--- config.mk ---
export PLATFORM = sky130hd
export DESIGN_NAME = ksp_ports
export DESIGN_NICKNAME = d
export VERILOG_FILES = /design/src/ksp_pkg.sv /design/src/ksp_ports.sv
export VERILOG_INCLUDE_DIRS = /design/src
export SDC_FILE = /design/constraint.sdc
export NUM_CORES = 1
export LEC_CHECK = 0
export ABC_AREA = 1
export BUFFER_PORTS_ARGS = -buffer_cell sky130_fd_sc_hd__buf_4
export CAP_MARGIN = 20
export CORE_AREA = 3 3 73 75
export DETAILED_ROUTE_END_ITERATION = 10
export DIE_AREA = 0 0 76 78
export HOLD_SLACK_MARGIN = 0.12
export PLACE_DENSITY = 0.81
export SLEW_MARGIN = 20
export SYNTH_ARGS = -nofsm -noshare
export SYNTH_HDL_FRONTEND = slang
export SYNTH_SLANG_ARGS = --single-unit
--- constraint.sdc ---
create_clock -name i_clk -period 3.9 [get_ports i_clk]
set_input_delay 0.39 -clock i_clk [delete_from_list [all_inputs] [get_ports i_clk]]
set_output_delay 0.39 -clock i_clk [all_outputs]
set_load 0.01 [all_outputs]
--- src/ksp_defs.svh ---
/*
 Constants for the keyboard and system port unit: I/O addresses, control
 bit positions, reset values and receiver framing. Included by bare name.
*/
`ifndef KSP_DEFS_SVH
`define KSP_DEFS_SVH
`define KSP_ADDR_SCAN 8'h60
`define KSP_ADDR_CTRL 8'h61
`define KSP_ADDR_STAT 8'h62
`define KSP_ADDR_MODE 8'h63
`define KSP_MODE_NORMAL 8'h99
`define KSP_MODE_RESET 8'h9b
`define KSP_CTRL_RESET 8'h00
`define KSP_BYTE_ZERO 8'h00
`define KSP_MODE_MSB 7
`define KSP_MODE_SEL_BIT 7
`define KSP_MODE_A_IN_BIT 4
`define KSP_MODE_GA_HI 6
`define KSP_MODE_GA_LO 5
`define KSP_MODE_GB_BIT 2
`define KSP_MODE_CH_IN_BIT 3
`define KSP_MODE_B_IN_BIT 1
`define KSP_MODE_CL_IN_BIT 0
`define KSP_CB_SPK_GATE 0
`define KSP_CB_SPK_DATA 1
`define KSP_CB_HALF_SEL 2
`define KSP_CB_PAR_DIS 4
`define KSP_CB_CHK_DIS 5
`define KSP_CB_KCLK_EN 6
`define KSP_CB_KCLR 7
`define KSP_ST_COPROC 1
`define KSP_ST_SPARE 4
`define KSP_ST_TIMER2 5
`define KSP_ST_CHAN_CHK 6
`define KSP_ST_PARITY 7
`define KSP_FRAME_BITS 4'h9
`define KSP_CNT_ZERO 4'h0
`define KSP_CNT_ONE 4'h1
`endif

--- src/ksp_pkg.sv ---
/*
 Types for the keyboard and system port unit.
 Assumes ksp_defs.svh is compiled alongside.
*/
package ksp_pkg;
   typedef struct packed {
      logic [7:0] addr;
      logic [7:0] wdata;
      logic rd;
      logic wr;
   } ksp_io_req_t;
   typedef struct packed {
      logic [7:0] scan;
      logic full;
   } ksp_kbd_t;
endpackage

--- src/ksp_ports.sv ---
/*
 Keyboard scan, system control, system status and direction command ports,
 with a serial keyboard receiver on the system clock.
 Assumes host I/O strobes are one-cycle pulses synchronous to i_clk and that
 the keyboard clock and data lines arrive asynchronously.
*/
//
// Operation
// - Basic input/output mode only, no handshake modes
// - Port accesses complete without peripheral handshake
// - Addresses 60h, 61h, 62h select three ports
// - Address 63h selects the direction command register
// - Word 99h: first, third inputs, second output
// - Reading 60h returns assembled scan code
// - Second port controls system, third reports status
// - Shift keyboard data on strobe into byte
// - Complete byte raises keyboard interrupt level one
// - Scan register is read-only to host
// - Control bit 7 clears data and shift registers
// - Keyboard interrupt wired internally, not channel
// - Status port identifies coprocessor, parity, channel check
// - Control bits gate speaker, parity, check, clock
`timescale 1ns/10ps
`include "ksp_defs.svh"
module ksp_ports (
   input wire logic i_clk,
   input wire logic i_reset,
   input wire ksp_pkg::ksp_io_req_t i_io,
   output logic [7:0] o_rdata,
   output logic o_rvalid,
   input wire logic i_kbd_serial_strobe,
   input wire logic i_kbd_serial_in,
   input wire logic [3:0] i_config_low,
   input wire logic [3:0] i_config_high,
   input wire logic i_timer2_out,
   input wire logic i_coproc_err,
   input wire logic i_parity_err,
   input wire logic i_channel_check_n,
   output logic o_speaker_gate,
   output logic o_speaker_data,
   output logic o_status_half_select,
   output logic o_parity_check_en,
   output logic o_channel_check_en,
   output logic o_key_byte_irq
);
   logic [7:0] mode;
   logic [7:0] ctrl;
   logic [7:0] shift;
   logic [3:0] bit_cnt;
   ksp_pkg::ksp_kbd_t kbd;
   logic [1:0] clk_sync;
   logic [1:0] dat_sync;
   logic clk_prev;
   logic strobe_fall;
   logic kbd_clear;
   logic wr_mode;
   logic wr_ctrl;
   logic [7:0] status_val;
   logic [7:0] next_rdata;
   logic mode_word;
   logic a_in;
   logic b_out;
   logic c_in;
   logic [11:0] stat_meta;
   logic [11:0] stat_sync;
   logic [3:0] cfg_low_s;
   logic [3:0] cfg_high_s;
   logic tmr_s;
   logic cop_s;
   logic par_s;
   logic chk_n_s;

   assign wr_mode = i_io.wr && (i_io.addr == `KSP_ADDR_MODE);
   assign wr_ctrl = i_io.wr && (i_io.addr == `KSP_ADDR_CTRL);
   assign mode_word = mode[`KSP_MODE_SEL_BIT];
   assign a_in = mode[`KSP_MODE_A_IN_BIT];
   assign b_out = !mode[`KSP_MODE_B_IN_BIT];
   assign c_in = mode[`KSP_MODE_CH_IN_BIT] && mode[`KSP_MODE_CL_IN_BIT];

   // Direction command; only mode-set words with group modes zero are taken
   always_ff @(posedge i_clk) begin
      if (i_reset) begin
         mode <= `KSP_MODE_RESET;
      end else if (wr_mode && i_io.wdata[`KSP_MODE_SEL_BIT]
                   && (i_io.wdata[`KSP_MODE_GA_HI:`KSP_MODE_GA_LO] == 2'h0)
                   && !i_io.wdata[`KSP_MODE_GB_BIT]) begin
         mode <= i_io.wdata;
      end
   end

   // Control port; an input-direction port ignores writes
   always_ff @(posedge i_clk) begin
      if (i_reset) begin
         ctrl <= `KSP_CTRL_RESET;
      end else if (wr_mode) begin
         ctrl <= `KSP_CTRL_RESET;
      end else if (wr_ctrl && b_out) begin
         ctrl <= i_io.wdata;
      end
   end

   assign o_speaker_gate = ctrl[`KSP_CB_SPK_GATE] && b_out;
   assign o_speaker_data = ctrl[`KSP_CB_SPK_DATA] && b_out;
   assign o_status_half_select = ctrl[`KSP_CB_HALF_SEL];
   assign o_parity_check_en = !ctrl[`KSP_CB_PAR_DIS];
   assign o_channel_check_en = !ctrl[`KSP_CB_CHK_DIS];
   assign kbd_clear = ctrl[`KSP_CB_KCLR];

   // Keyboard line synchronizers
   always_ff @(posedge i_clk) begin
      if (i_reset) begin
         clk_sync <= 2'b11;
         dat_sync <= 2'b11;
         clk_prev <= 1'b1;
      end else begin
         clk_sync <= {clk_sync[0], i_kbd_serial_strobe};
         dat_sync <= {dat_sync[0], i_kbd_serial_in};
         clk_prev <= clk_sync[1];
      end
   end

   assign strobe_fall = clk_prev && !clk_sync[1] && ctrl[`KSP_CB_KCLK_EN];

   // Receiver: start bit then eight data bits, LSB first
   always_ff @(posedge i_clk) begin
      if (i_reset || kbd_clear) begin
         shift <= `KSP_BYTE_ZERO;
         bit_cnt <= `KSP_CNT_ZERO;
         kbd <= '0;
      end else if (strobe_fall && !kbd.full) begin
         if (bit_cnt == `KSP_CNT_ZERO) begin
            bit_cnt <= dat_sync[1] ? `KSP_CNT_ONE : `KSP_CNT_ZERO;
         end else begin
            shift <= {dat_sync[1], shift[7:1]};
            if (bit_cnt == `KSP_FRAME_BITS - 4'h1) begin
               kbd.scan <= {dat_sync[1], shift[7:1]};
               kbd.full <= 1'b1;
               bit_cnt <= `KSP_CNT_ZERO;
            end else begin
               bit_cnt <= bit_cnt + 4'h1;
            end
         end
      end
   end

   // Interrupt straight to level one, never to the channel
   assign o_key_byte_irq = kbd.full;

   // Status and strap inputs come from other domains
   always_ff @(posedge i_clk) begin
      stat_meta <= {i_channel_check_n, i_parity_err, i_coproc_err, i_timer2_out, i_config_high, i_config_low};
      stat_sync <= stat_meta;
   end

   assign {chk_n_s, par_s, cop_s, tmr_s, cfg_high_s, cfg_low_s} = stat_sync;

   // Status port, bits 7:5 from hardware sources, bit 4 zero, lower half by select, coprocessor ORed into bit 1 when low half selected
   always_comb begin
      status_val[3:0] = ctrl[`KSP_CB_HALF_SEL] ? cfg_high_s : cfg_low_s;
      status_val[`KSP_ST_SPARE] = 1'h0;
      status_val[`KSP_ST_TIMER2] = tmr_s;
      status_val[`KSP_ST_CHAN_CHK] = !chk_n_s && o_channel_check_en;
      status_val[`KSP_ST_PARITY] = par_s && o_parity_check_en;
      if (ctrl[`KSP_CB_HALF_SEL] == 1'h0) begin
         status_val[`KSP_ST_COPROC] = cfg_low_s[`KSP_ST_COPROC] | cop_s;
      end
   end

   // Host reads; the scan register has no write path
   always_comb begin
      next_rdata = `KSP_BYTE_ZERO;
      unique case (i_io.addr)
         `KSP_ADDR_SCAN: next_rdata = a_in ? kbd.scan : `KSP_BYTE_ZERO;
         `KSP_ADDR_CTRL: next_rdata = ctrl;
         `KSP_ADDR_STAT: next_rdata = c_in ? status_val : `KSP_BYTE_ZERO;
         default: next_rdata = `KSP_BYTE_ZERO;
      endcase
   end

   always_ff @(posedge i_clk) begin
      if (i_reset) begin
         o_rdata <= `KSP_BYTE_ZERO;
         o_rvalid <= 1'b0;
      end else begin
         o_rdata <= i_io.rd ? next_rdata : o_rdata;
         o_rvalid <= i_io.rd;
      end
   end

   a_irq_on_byte: assert property (@(posedge i_clk) disable iff (i_reset)
      (strobe_fall && !kbd.full && !kbd_clear && bit_cnt == (`KSP_FRAME_BITS - 4'h1)) |=> o_key_byte_irq)
      else $error("byte complete without interrupt");
   a_clear_drops: assert property (@(posedge i_clk) disable iff (i_reset)
      kbd_clear |=> (!o_key_byte_irq && bit_cnt == `KSP_CNT_ZERO && shift == `KSP_BYTE_ZERO))
      else $error("clear bit did not empty receiver");
   a_irq_holds: assert property (@(posedge i_clk) disable iff (i_reset)
      (o_key_byte_irq && !kbd_clear) |=> o_key_byte_irq)
      else $error("interrupt dropped while byte held");
   a_scan_stable: assert property (@(posedge i_clk) disable iff (i_reset)
      o_key_byte_irq && $past(o_key_byte_irq) |-> $stable(kbd.scan))
      else $error("held scan code changed");
   a_read_one: assert property (@(posedge i_clk) disable iff (i_reset)
      i_io.rd |=> o_rvalid)
      else $error("read not answered next cycle");
   a_scan_read: assert property (@(posedge i_clk) disable iff (i_reset)
      (i_io.rd && i_io.addr == `KSP_ADDR_SCAN && a_in) |=> o_rdata == $past(kbd.scan))
      else $error("scan read wrong");
   a_mode_normal: assert property (@(posedge i_clk) disable iff (i_reset)
      (wr_mode && i_io.wdata == `KSP_MODE_NORMAL) |=> (a_in && b_out && c_in && mode_word))
      else $error("normal word gave wrong directions");
   a_ctrl_write: assert property (@(posedge i_clk) disable iff (i_reset)
      (wr_ctrl && b_out && !wr_mode) |=> (ctrl == $past(i_io.wdata)))
      else $error("control write lost");
   a_rvalid_pulse: assert property (@(posedge i_clk) disable iff (i_reset)
      !i_io.rd |=> !o_rvalid)
      else $error("read answer longer than one cycle");
   a_kclk_gate: assert property (@(posedge i_clk) disable iff (i_reset)
      (!ctrl[`KSP_CB_KCLK_EN] && !kbd_clear) |=> ($stable(bit_cnt) && $stable(kbd)))
      else $error("receiver moved with keyboard clock off");
   a_scan_no_write: assert property (@(posedge i_clk) disable iff (i_reset)
      (i_io.wr && i_io.addr == `KSP_ADDR_SCAN && !strobe_fall && !kbd_clear) |=> $stable(kbd.scan))
      else $error("host write changed scan code");
endmodule // ksp_ports

Word level (Yosys, flattened, before mapping)
Index checks and enable logic that the tools add are counted.
{ "word_totals": {"register_bits": 72, "word_cells": 56} }
{ "classes": {"n_addsub": 1, "eq_ne": 5, "muxes": 8, "n_bitwise": 2, "n_reduce_logical": 27} }
{ "op_table": {"columns": ["op", "n"], "rows": [
  ["8-bit by 7-bit == test with 1-bit output, second input constant", 4],
  ["8-bit case mux with 3 select lines", 1],
  ["8-bit two-way mux", 2],
  ["1-bit logical AND", 14],
  ["4-bit two-way mux", 3],
  ["1-bit zero test", 7],
  ["4-bit by 1-bit adder with 4-bit output, second input constant", 1],
  ["4-bit == test, second input constant", 1],
  ["4-bit zero test", 1],
  ["3-bit AND reduction", 1],
  ["2-bit zero test", 1],
  ["1-bit two-way mux", 2],
  ["2-bit AND reduction", 1],
  ["2-bit OR reduction", 1],
  ["1-bit logical OR", 1],
  ["1-bit inverter", 1],
  ["1-bit bitwise OR", 1]
]} }

Logic depth before layout (Yosys ltp)
Gate-level depths: netlist of run 1.
{ "depth": {"depth_word": 5, "ltp_mapped": 8, "mapped_depth_nobuf": 8} }

Worst setup path after synthesis of run 1
Ideal clock, no wire load.
{ "synth_path": {"path_type": "flip-flop to flip-flop", "start": "reg bit_cnt[0]", "end": "reg shift[2]", "arrival_time_ns": 1.176, "setup_slack_ns": 2.606, "path_stages_with_launch": 9, "path_buffers": 0, "path_cell_list": "dfxtp_1 > inv_1 > ha_1 > nand2_1 > nor2_1 > nor2_4 > inv_2 > o21ai_1 > a21oi_1"} }
{ "synth_between": {"elab_chain_cells": 3} }
{ "synth_rtl": {"columns": ["element", "line_no", "source"], "rows": [
  ["start, declared", "ksp_ports.sv:49", "logic [3:0] bit_cnt;"],
  ["start signal, assigned", "ksp_ports.sv:128", "bit_cnt <= `KSP_CNT_ZERO;"],
  ["start signal, assigned", "ksp_ports.sv:132", "bit_cnt <= dat_sync[1] ? `KSP_CNT_ONE : `KSP_CNT_ZERO;"],
  ["start signal, assigned", "ksp_ports.sv:138", "bit_cnt <= `KSP_CNT_ZERO;"],
  ["4-bit zero test (no source line)", null, null],
  ["1-bit inverter (no source line)", null, null],
  ["2-bit AND reduction (no source line)", null, null],
  ["end signal, assigned", "ksp_ports.sv:127", "shift <= `KSP_BYTE_ZERO;"],
  ["end signal, assigned", "ksp_ports.sv:134", "shift <= {dat_sync[1], shift[7:1]};"],
  ["end, declared", "ksp_ports.sv:48", "logic [7:0] shift;"]
]} }
Every way passes these cells.
A chain may end at the register's enable or synchronous reset.

Worst setup path after layout of run 1
{ "layout_path": {"start": "reg bit_cnt[1]", "end": "reg kbd[1] (netlist bit)"} }
{ "layout_between": {"elab_chain_cells": 3} }
{ "layout_rtl": {"columns": ["element", "line_no", "source"], "rows": [
  ["4-bit zero test (no source line)", null, null],
  ["1-bit inverter (no source line)", null, null],
  ["3-bit AND reduction (no source line) (*)", null, null],
  ["end, declared", "ksp_ports.sv:50", "ksp_pkg::ksp_kbd_t kbd;"]
]} }
Mark *: on every way between the ends. The rest lies on a longest branch, timed or not.

==> results.md, run 1 <==
- R2R setup slack: 2.39 ns
- Outcome: finished, final reports clean
- Post-synth top area share: 50.7%
- Clk buf depth: 2
- Place WS: 2.43 ns
- Final setup fails: 0
- Top post-synthesis cells by area: dfxtp_1 51%, nand2_1 7.2%, nor2_1 7.1%
- Post-CTS Hold Buffers: 0
- CP max stage cell: dfxtp_1
- Syn Nets: 368
- Gpl congestion: 0.818
- Clk pin slew, worst setup/hold paths: 0.08 ns
- Worst-Margin Slew: 0.499 ns
- Vias in the first global route: 2191
- Root buf cell: clkbuf_8
- Required time worst endpoint: 4.14 ns
- Clock latency on the worst-skew pair: 0.35 ns
- Psw: 305 uW
- Site row count: 25
- Crit-path leading delay family: simple AND/OR/NAND/NOR gates
- CP arrival: 1.75 ns
- Die Footprint: 0.00593 sq mm
- # DRC: 0
- Finished Core Util: 71.5%
- Clock skew: 0.0105 ns
- Final Hold Violating Endpoints: 0
- Max cap viols: 0
- Num CTS Buffers: 9
- Clk sink count: 70
- Combinational Power Share: 4.7%
- Setup CP Type: reg2reg
- Max incr delay on CP: 0.34 ns
- Setup crit end kind: flop
- Post-layout min period: 1.51 ns
- CP Launch Type: flop
- Worst Path Max Fanout: 11
- Register area share after synthesis: 50.7%
- Global route overflow: 0
- Pin count of the biggest net entering global routing: 19
- Cell variety after synth: 29
- Worst slew margin: 66.7%
- Initial DRC count: 178
- Non-filler cells, final: 456
- Post-synthesis average cell area: 8.33 sq um
- Antenna diodes: 0
- Syn Inst Count: 332
- Clk pwr share: 44.5%
- Commonest cells after routing, fill and taps aside: 70 x dfxtp_1, 53 x nand2_1, 52 x nor2_1
- Cell taking the most area after synthesis: dfxtp_1
- Highest Clock Rate: 663 MHz
- RSZ-0062 raised after global routing: no
- Antenna-violating nets left: 0
- DR WL met3: 310 um
- Die Span X: 76 um
- Hold/Removal Path Class: in2reg
- Via count: 2199
- Flop pwr share: 50.9%
- Synth-to-Final Area Change: 22.3%
- Syn. warnings: 0
- Die height: 78 um
- Core region area: 0.00472 sq mm
- Fin. max-slew vios: 0
- Most common cell after layout, fill and taps aside: dfxtp_1
- Num ports: 49
- PortBufs: 48
- Initial antenna violation count: 0
- Fin crit share: 38.7%
- P_int: 1.14 mW
- Total Nets Final: 421
- Synth Register Bits: 70
- H-tree levels: 3
- DR WL met2: 2.69 mm
- GRT Util Overall: 20.5%
- CTS tree: yes
- Buf/Inv on CP: 2
- Dpl cells: 441
- Setup TNS: 0 ns
- Via density: 4.82
- Top sig layer: met4
- Synthesized cell area: 0.00276 sq mm
- First-pass GRT wire length: 9.60 mm
- Final HPWL DP: 4.08 mm
- Pwr dens: 427 mW/mm^2
- Met1 wire length: 2.46 mm
- P_leak: 1.68 nW
- Critical Path, Cell by Cell: inv_1, ha_1, nand3_1, nor2_2, inv_1, nor2_1, nor2_1
- DR WL/cell: 12.3 um
- Net Sw Frac: 21.1%
- Setup slack after layout: 2.39 ns
- Initial Utilization: 58.5%
- Drt pass-1 iters: 4
- Share of cells above drive strength 1: 27.0%
- Worst ir drop on vdd: 0.000305 V
- Final wirelength: 5.60 mm
- PostCTS Resize Cnt: 0
- Postcts setup bufs: 0
kinds of logic after synthesis:
group / share of synthesized area [%]
AOI/OAI and AO/OA: 10.4
adders and majority gates: 0.905
DFF: 50.7
and+or+nand+nor: 30.1
buffers and inverters: 7.88
layout make-up:
class,instances,area [sq um]
inverters,45,169
clock inverters,5,82.6
clock buffers,10,138
multi-input cells,211,1140
well taps,67,83.8
flip-flops and latches,70,1400
fillers,375,1340
repair buffers,48,360
routing by layer:
| metal | global-route usage, % | vias up |
|---|---|---|
| met5 | 0 | - |
| met4 | 11.2 | 0 |
| met3 | 5.80 | 14 |
| met2 | 35.2 | 62 |
| met1 | 23.1 | 969 |
| li1 | - | 1154 |
cell usage after synthesis:
master,n
buf_2,2
buf_12,1
nand2_4,3
nand3_1,22
nand2_2,4
clkbuf_1,1
or2_2,4
nor2_2,4
nor2_1,52
nand2_1,53
nor2_4,2
dfxtp_1,70
nor2_8,3
inv_2,6
ha_1,2
o21ai_1,9
buf_4,2
a211oi_1,2
nor3_1,3
nand4_1,2
inv_1,38
nand3_2,5
o211ai_1,3
o21ai_0,16
a21oi_2,8
nor3_4,1
nand4_4,2
clkinv_1,1
a21oi_1,11
power by group through the flow:
stage / registers (mW) / logic [mW] / clock network, mW
detailed placement: 0.750 / 0.0672 / 0
CTS: 0.734 / 0.0676 / 0.653
finish: 0.734 / 0.0672 / 0.642
global route: 0.735 / 0.0742 / 0.684
global placement: 0.750 / 0.0653 / 0
floorplan: 0.750 / 0.0331 / 0
worst reg2reg max path: stages (launching register included):
cell and delay [ns]:
dfxtp_1 0.34, inv_1 0.09, ha_1 0.19, nand3_1 0.10
nor2_2 0.30, inv_1 0.19, nor2_1 0.13, nor2_1 0.05
flip-flops by register name (all words and copies together) (netlist names), 4 cells and up:
| register | count |
|---|---|
| o_rdata | 8 |
| kbd | 8 |
| stat_sync | 12 |
| bit_cnt | 4 |
| mode | 4 |
| ctrl | 8 |
| stat_meta | 12 |
| shift | 7 |
worst paths after layout:
check                   from            to  cells past startpoint
max               bit_cnt[1]        kbd[1]                      7
min reg2reg     stat_meta[0]  stat_sync[0]                      0
max reg2reg       bit_cnt[1]        kbd[1]                      7
min          i_config_low[3]  stat_meta[3]                      1
per-stage QoR:
step / hold slack [ns] / total power, mW / cell area [sq um]
6_report: 0.147 / 1.44 / 3380
5_1_grt: 0.127 / 1.49 / 3380
4_1_cts: 0.134 / 1.45 / 3380
3_5_place_dp: 0.312 / 0.818 / 3160
3_3_place_gp: 0.312 / 0.816 / 3160
2_1_floorplan: 0.310 / 0.783 / 2760
Power figures use the tool's default switching activity.
==> run 2: changes to the inputs <==
CORE_AREA = 3 3 80 82   (was 3 3 73 75)
DIE_AREA = 0 0 83 85   (was 0 0 76 78)
PLACE_DENSITY = 0.72   (was 0.81)
clock period = 1.3 ns   (was 3.9 ns; I/O delays follow)
==> results.md, run 2 (synthesis gave the netlist of run 1 again) <==
- Outcome: finished, final reports clean (unchanged)
- Worst-Margin Slew: 0.343 ns (was 0.499 ns)
- Final HPWL DP: 4.02 mm (was 4.08 mm)
- Antenna diodes: 0 (unchanged)
- Via density: 4.78 (was 4.82)
- CP Launch Type: flop (unchanged)
- Die height: 85 um (was 78 um)
- FF-to-FF path depth: 8 (was 7)
- Final setup fails: 0 (unchanged)
- Gpl congestion: 0.818 (about the same)
- Worst slew margin: 77.1% (was 66.7%)
- Setup TNS: 0 ns (unchanged)
- # fillers: 494 (was 375)
- Clk sink count: 70 (unchanged)
- Drt pass-1 iters: 4 (unchanged)
- Setup crit end kind: flop (unchanged)
- Clk buf depth: 2 (unchanged)
- Clock latency on the worst-skew pair: 0.33 ns (was 0.35 ns)
- Total Nets Final: 455 (was 421)
- Worst hold path cell count: 4 (was 1)
- GRT Util Overall: 17.1% (was 20.5%)
- CP max stage cell: dfxtp_2 (was dfxtp_1)
- Core region area: 0.00582 sq mm (was 0.00472 sq mm)
- Hold/Removal Path Class: in2reg (unchanged)
- # DRC: 0 (unchanged)
- Most common cell after layout, fill and taps aside: dfxtp_1 (unchanged)
- Post-layout min period: 1.25 ns (was 1.51 ns)
- Clk pin slew, worst setup/hold paths: 0.08 ns (about the same)
- PortBufs: 48 (unchanged)
- DR WL/cell: 12.1 um (was 12.3 um)
- Setup CP Type: reg2reg (unchanged)
- CTS tree: yes (unchanged)
- Final Hold Violating Endpoints: 0 (unchanged)
- Pwr dens: 1170 mW/mm^2 (was 427 mW/mm^2)
- Max incr delay on CP: 0.35 ns (was 0.34 ns)
- Clock skew: 0.00872 ns (was 0.0105 ns)
- Critical Path, Cell by Cell: inv_2, ha_4, nand2_4, nor2_4, nor2_4, inv_2, nor2_1, nor2_1 (was inv_1, ha_1, nand3_1, nor2_2, inv_1, nor2_1, nor2_1)
- Num ports: 49 (unchanged)
- Root buf cell: clkbuf_8 (unchanged)
- Die Footprint: 0.00706 sq mm (was 0.00593 sq mm)
- Initial Utilization: 47.5% (was 58.5%)
- Site row count: 28 (was 25)
- H-tree levels: 3 (unchanged)
- Max cap viols: 0 (unchanged)
- Initial antenna violation count: 0 (unchanged)
- Commonest cells after routing, fill and taps aside: 66 x dfxtp_1, 55 x buf_4, 51 x nand2_1 (was 70 x dfxtp_1, 53 x nand2_1, 52 x nor2_1)
- Antenna-violating nets left: 0 (unchanged)
- Largest regs: stat_meta x12, stat_sync x12 (unchanged)
- Die Span X: 83 um (was 76 um)
- Num CTS Buffers: 9 (unchanged)
- Synth-to-Final Area Change: 36.6% (was 22.3%)
- Global route overflow: 0 (unchanged)
- Via count: 2384 (was 2199)
- Initial DRC count: 111 (was 178)
- Worst ir drop on vdd: 0.000811 V (was 0.000305 V)
- Total power: 4.43 mW (was 1.44 mW)
- CP arrival: 1.48 ns (was 1.75 ns)
- Highest Clock Rate: 801 MHz (was 663 MHz)
- P_leak: 1.83 nW (was 1.68 nW)
- Worst Path Max Fanout: 6 (was 11)
- Final wirelength: 6.02 mm (was 5.60 mm)
- Share of cells above drive strength 1: 30.9% (was 27.0%)
- Fin crit share: 96.1% (was 38.7%)
- Fin. max-slew vios: 0 (unchanged)
- Required time worst endpoint: 1.53 ns (was 4.14 ns)
- First-pass GRT wire length: 9.86 mm (was 9.60 mm)
- Vias in the first global route: 2259 (was 2191)
- Pin count of the biggest net entering global routing: 19 (unchanged)
run 2: cell count changes in the layout (fill, tap and decap cells not counted), moves of 2 or more:
cell,before,now
buf_4,48,55
dfxtp_1,70,66
dfxtp_2,0,4
dlygate4sd3_1,0,24
inv_1,38,34
inv_2,6,10
inv_6,1,3
nand2_1,53,51
nor2_1,52,50
nor2_4,2,5
run 2: what timing repair did:
item                                    CTS  global route
resized for setup                         3            18
pin swaps                                 1             6
hold buffers                             24             0
gates cloned                              1             1
endpoints found under the hold margin    39             0
endpoints found under the setup margin    5            19
setup buffers                             0             2
run 2: worst paths after layout:
| path | startpoint | to | slack, ns |
|---|---|---|---|
| max | bit_cnt[0] | shift[3] | 0.05 |
| max reg2reg | bit_cnt[0] | shift[3] | 0.05 |
| min reg2reg | stat_meta[4] | stat_sync[4] | 0.33 |
| min | i_io[0] | ctrl[3] | 0.23 |
run 2: through the flow:
stage                     instance area [sq um]  hold WS (ns)  instances  setup slack, ns  utilization, %
after global routing                       3770         0.240        499          -0.0283            64.9
after floorplan                            2760         0.158        332          0.00642               -
after CTS                                  3700         0.219        496           0.0194            63.6
final                                      3770         0.231        499           0.0510            64.9
after global placement                     3210         0.235        455         -0.00689            55.3
after detailed placement                   3210         0.236        455          -0.0560            55.3
run 2: layout make-up:
cell class                      instances  area (sq um)  share of cell area (%)
Inverter                               45           169                    4.47
Tap cell                               75          93.8                    2.49
Multi-Input combinational cell        213          1210                    32.2
Clock inverter                          7           103                    2.72
Timing Repair Buffer                   80           664                    17.6
Sequential cell                        70          1410                    37.3
Clock buffer                            9           124                    3.28
run 2: worst max-delay path: cells and delay by family (launching register included):
kind                       cells  cell delay, ns
DFF                            1            0.35
adders and majority gates      1            0.17
and+or+nand+nor                5            0.47
buffers and inverters          2            0.14
run 2: power breakdown:
| part | switching [mW] | internal (mW) | leakage (nW) | total [mW] |
|---|---|---|---|---|
| combinational | 0.123 | 0.147 | 1.14 | 0.270 |
| sequential | 0.0118 | 2.19 | 0.576 | 2.20 |
| clock | 0.857 | 1.10 | 0.111 | 1.96 |
| total | 0.992 | 3.44 | 1.83 | 4.43 |
run 2: layer usage:
layer | part of all wire [%] | up-vias | GRT usage (%)
met5 | 0 | - | 0
met1 | 45 | 1085 | 20.5
li1 | - | 1227 | -
met4 | 1.5 | 0 | 7.58
met3 | 4.2 | 10 | 3.69
met2 | 49 | 62 | 29.5
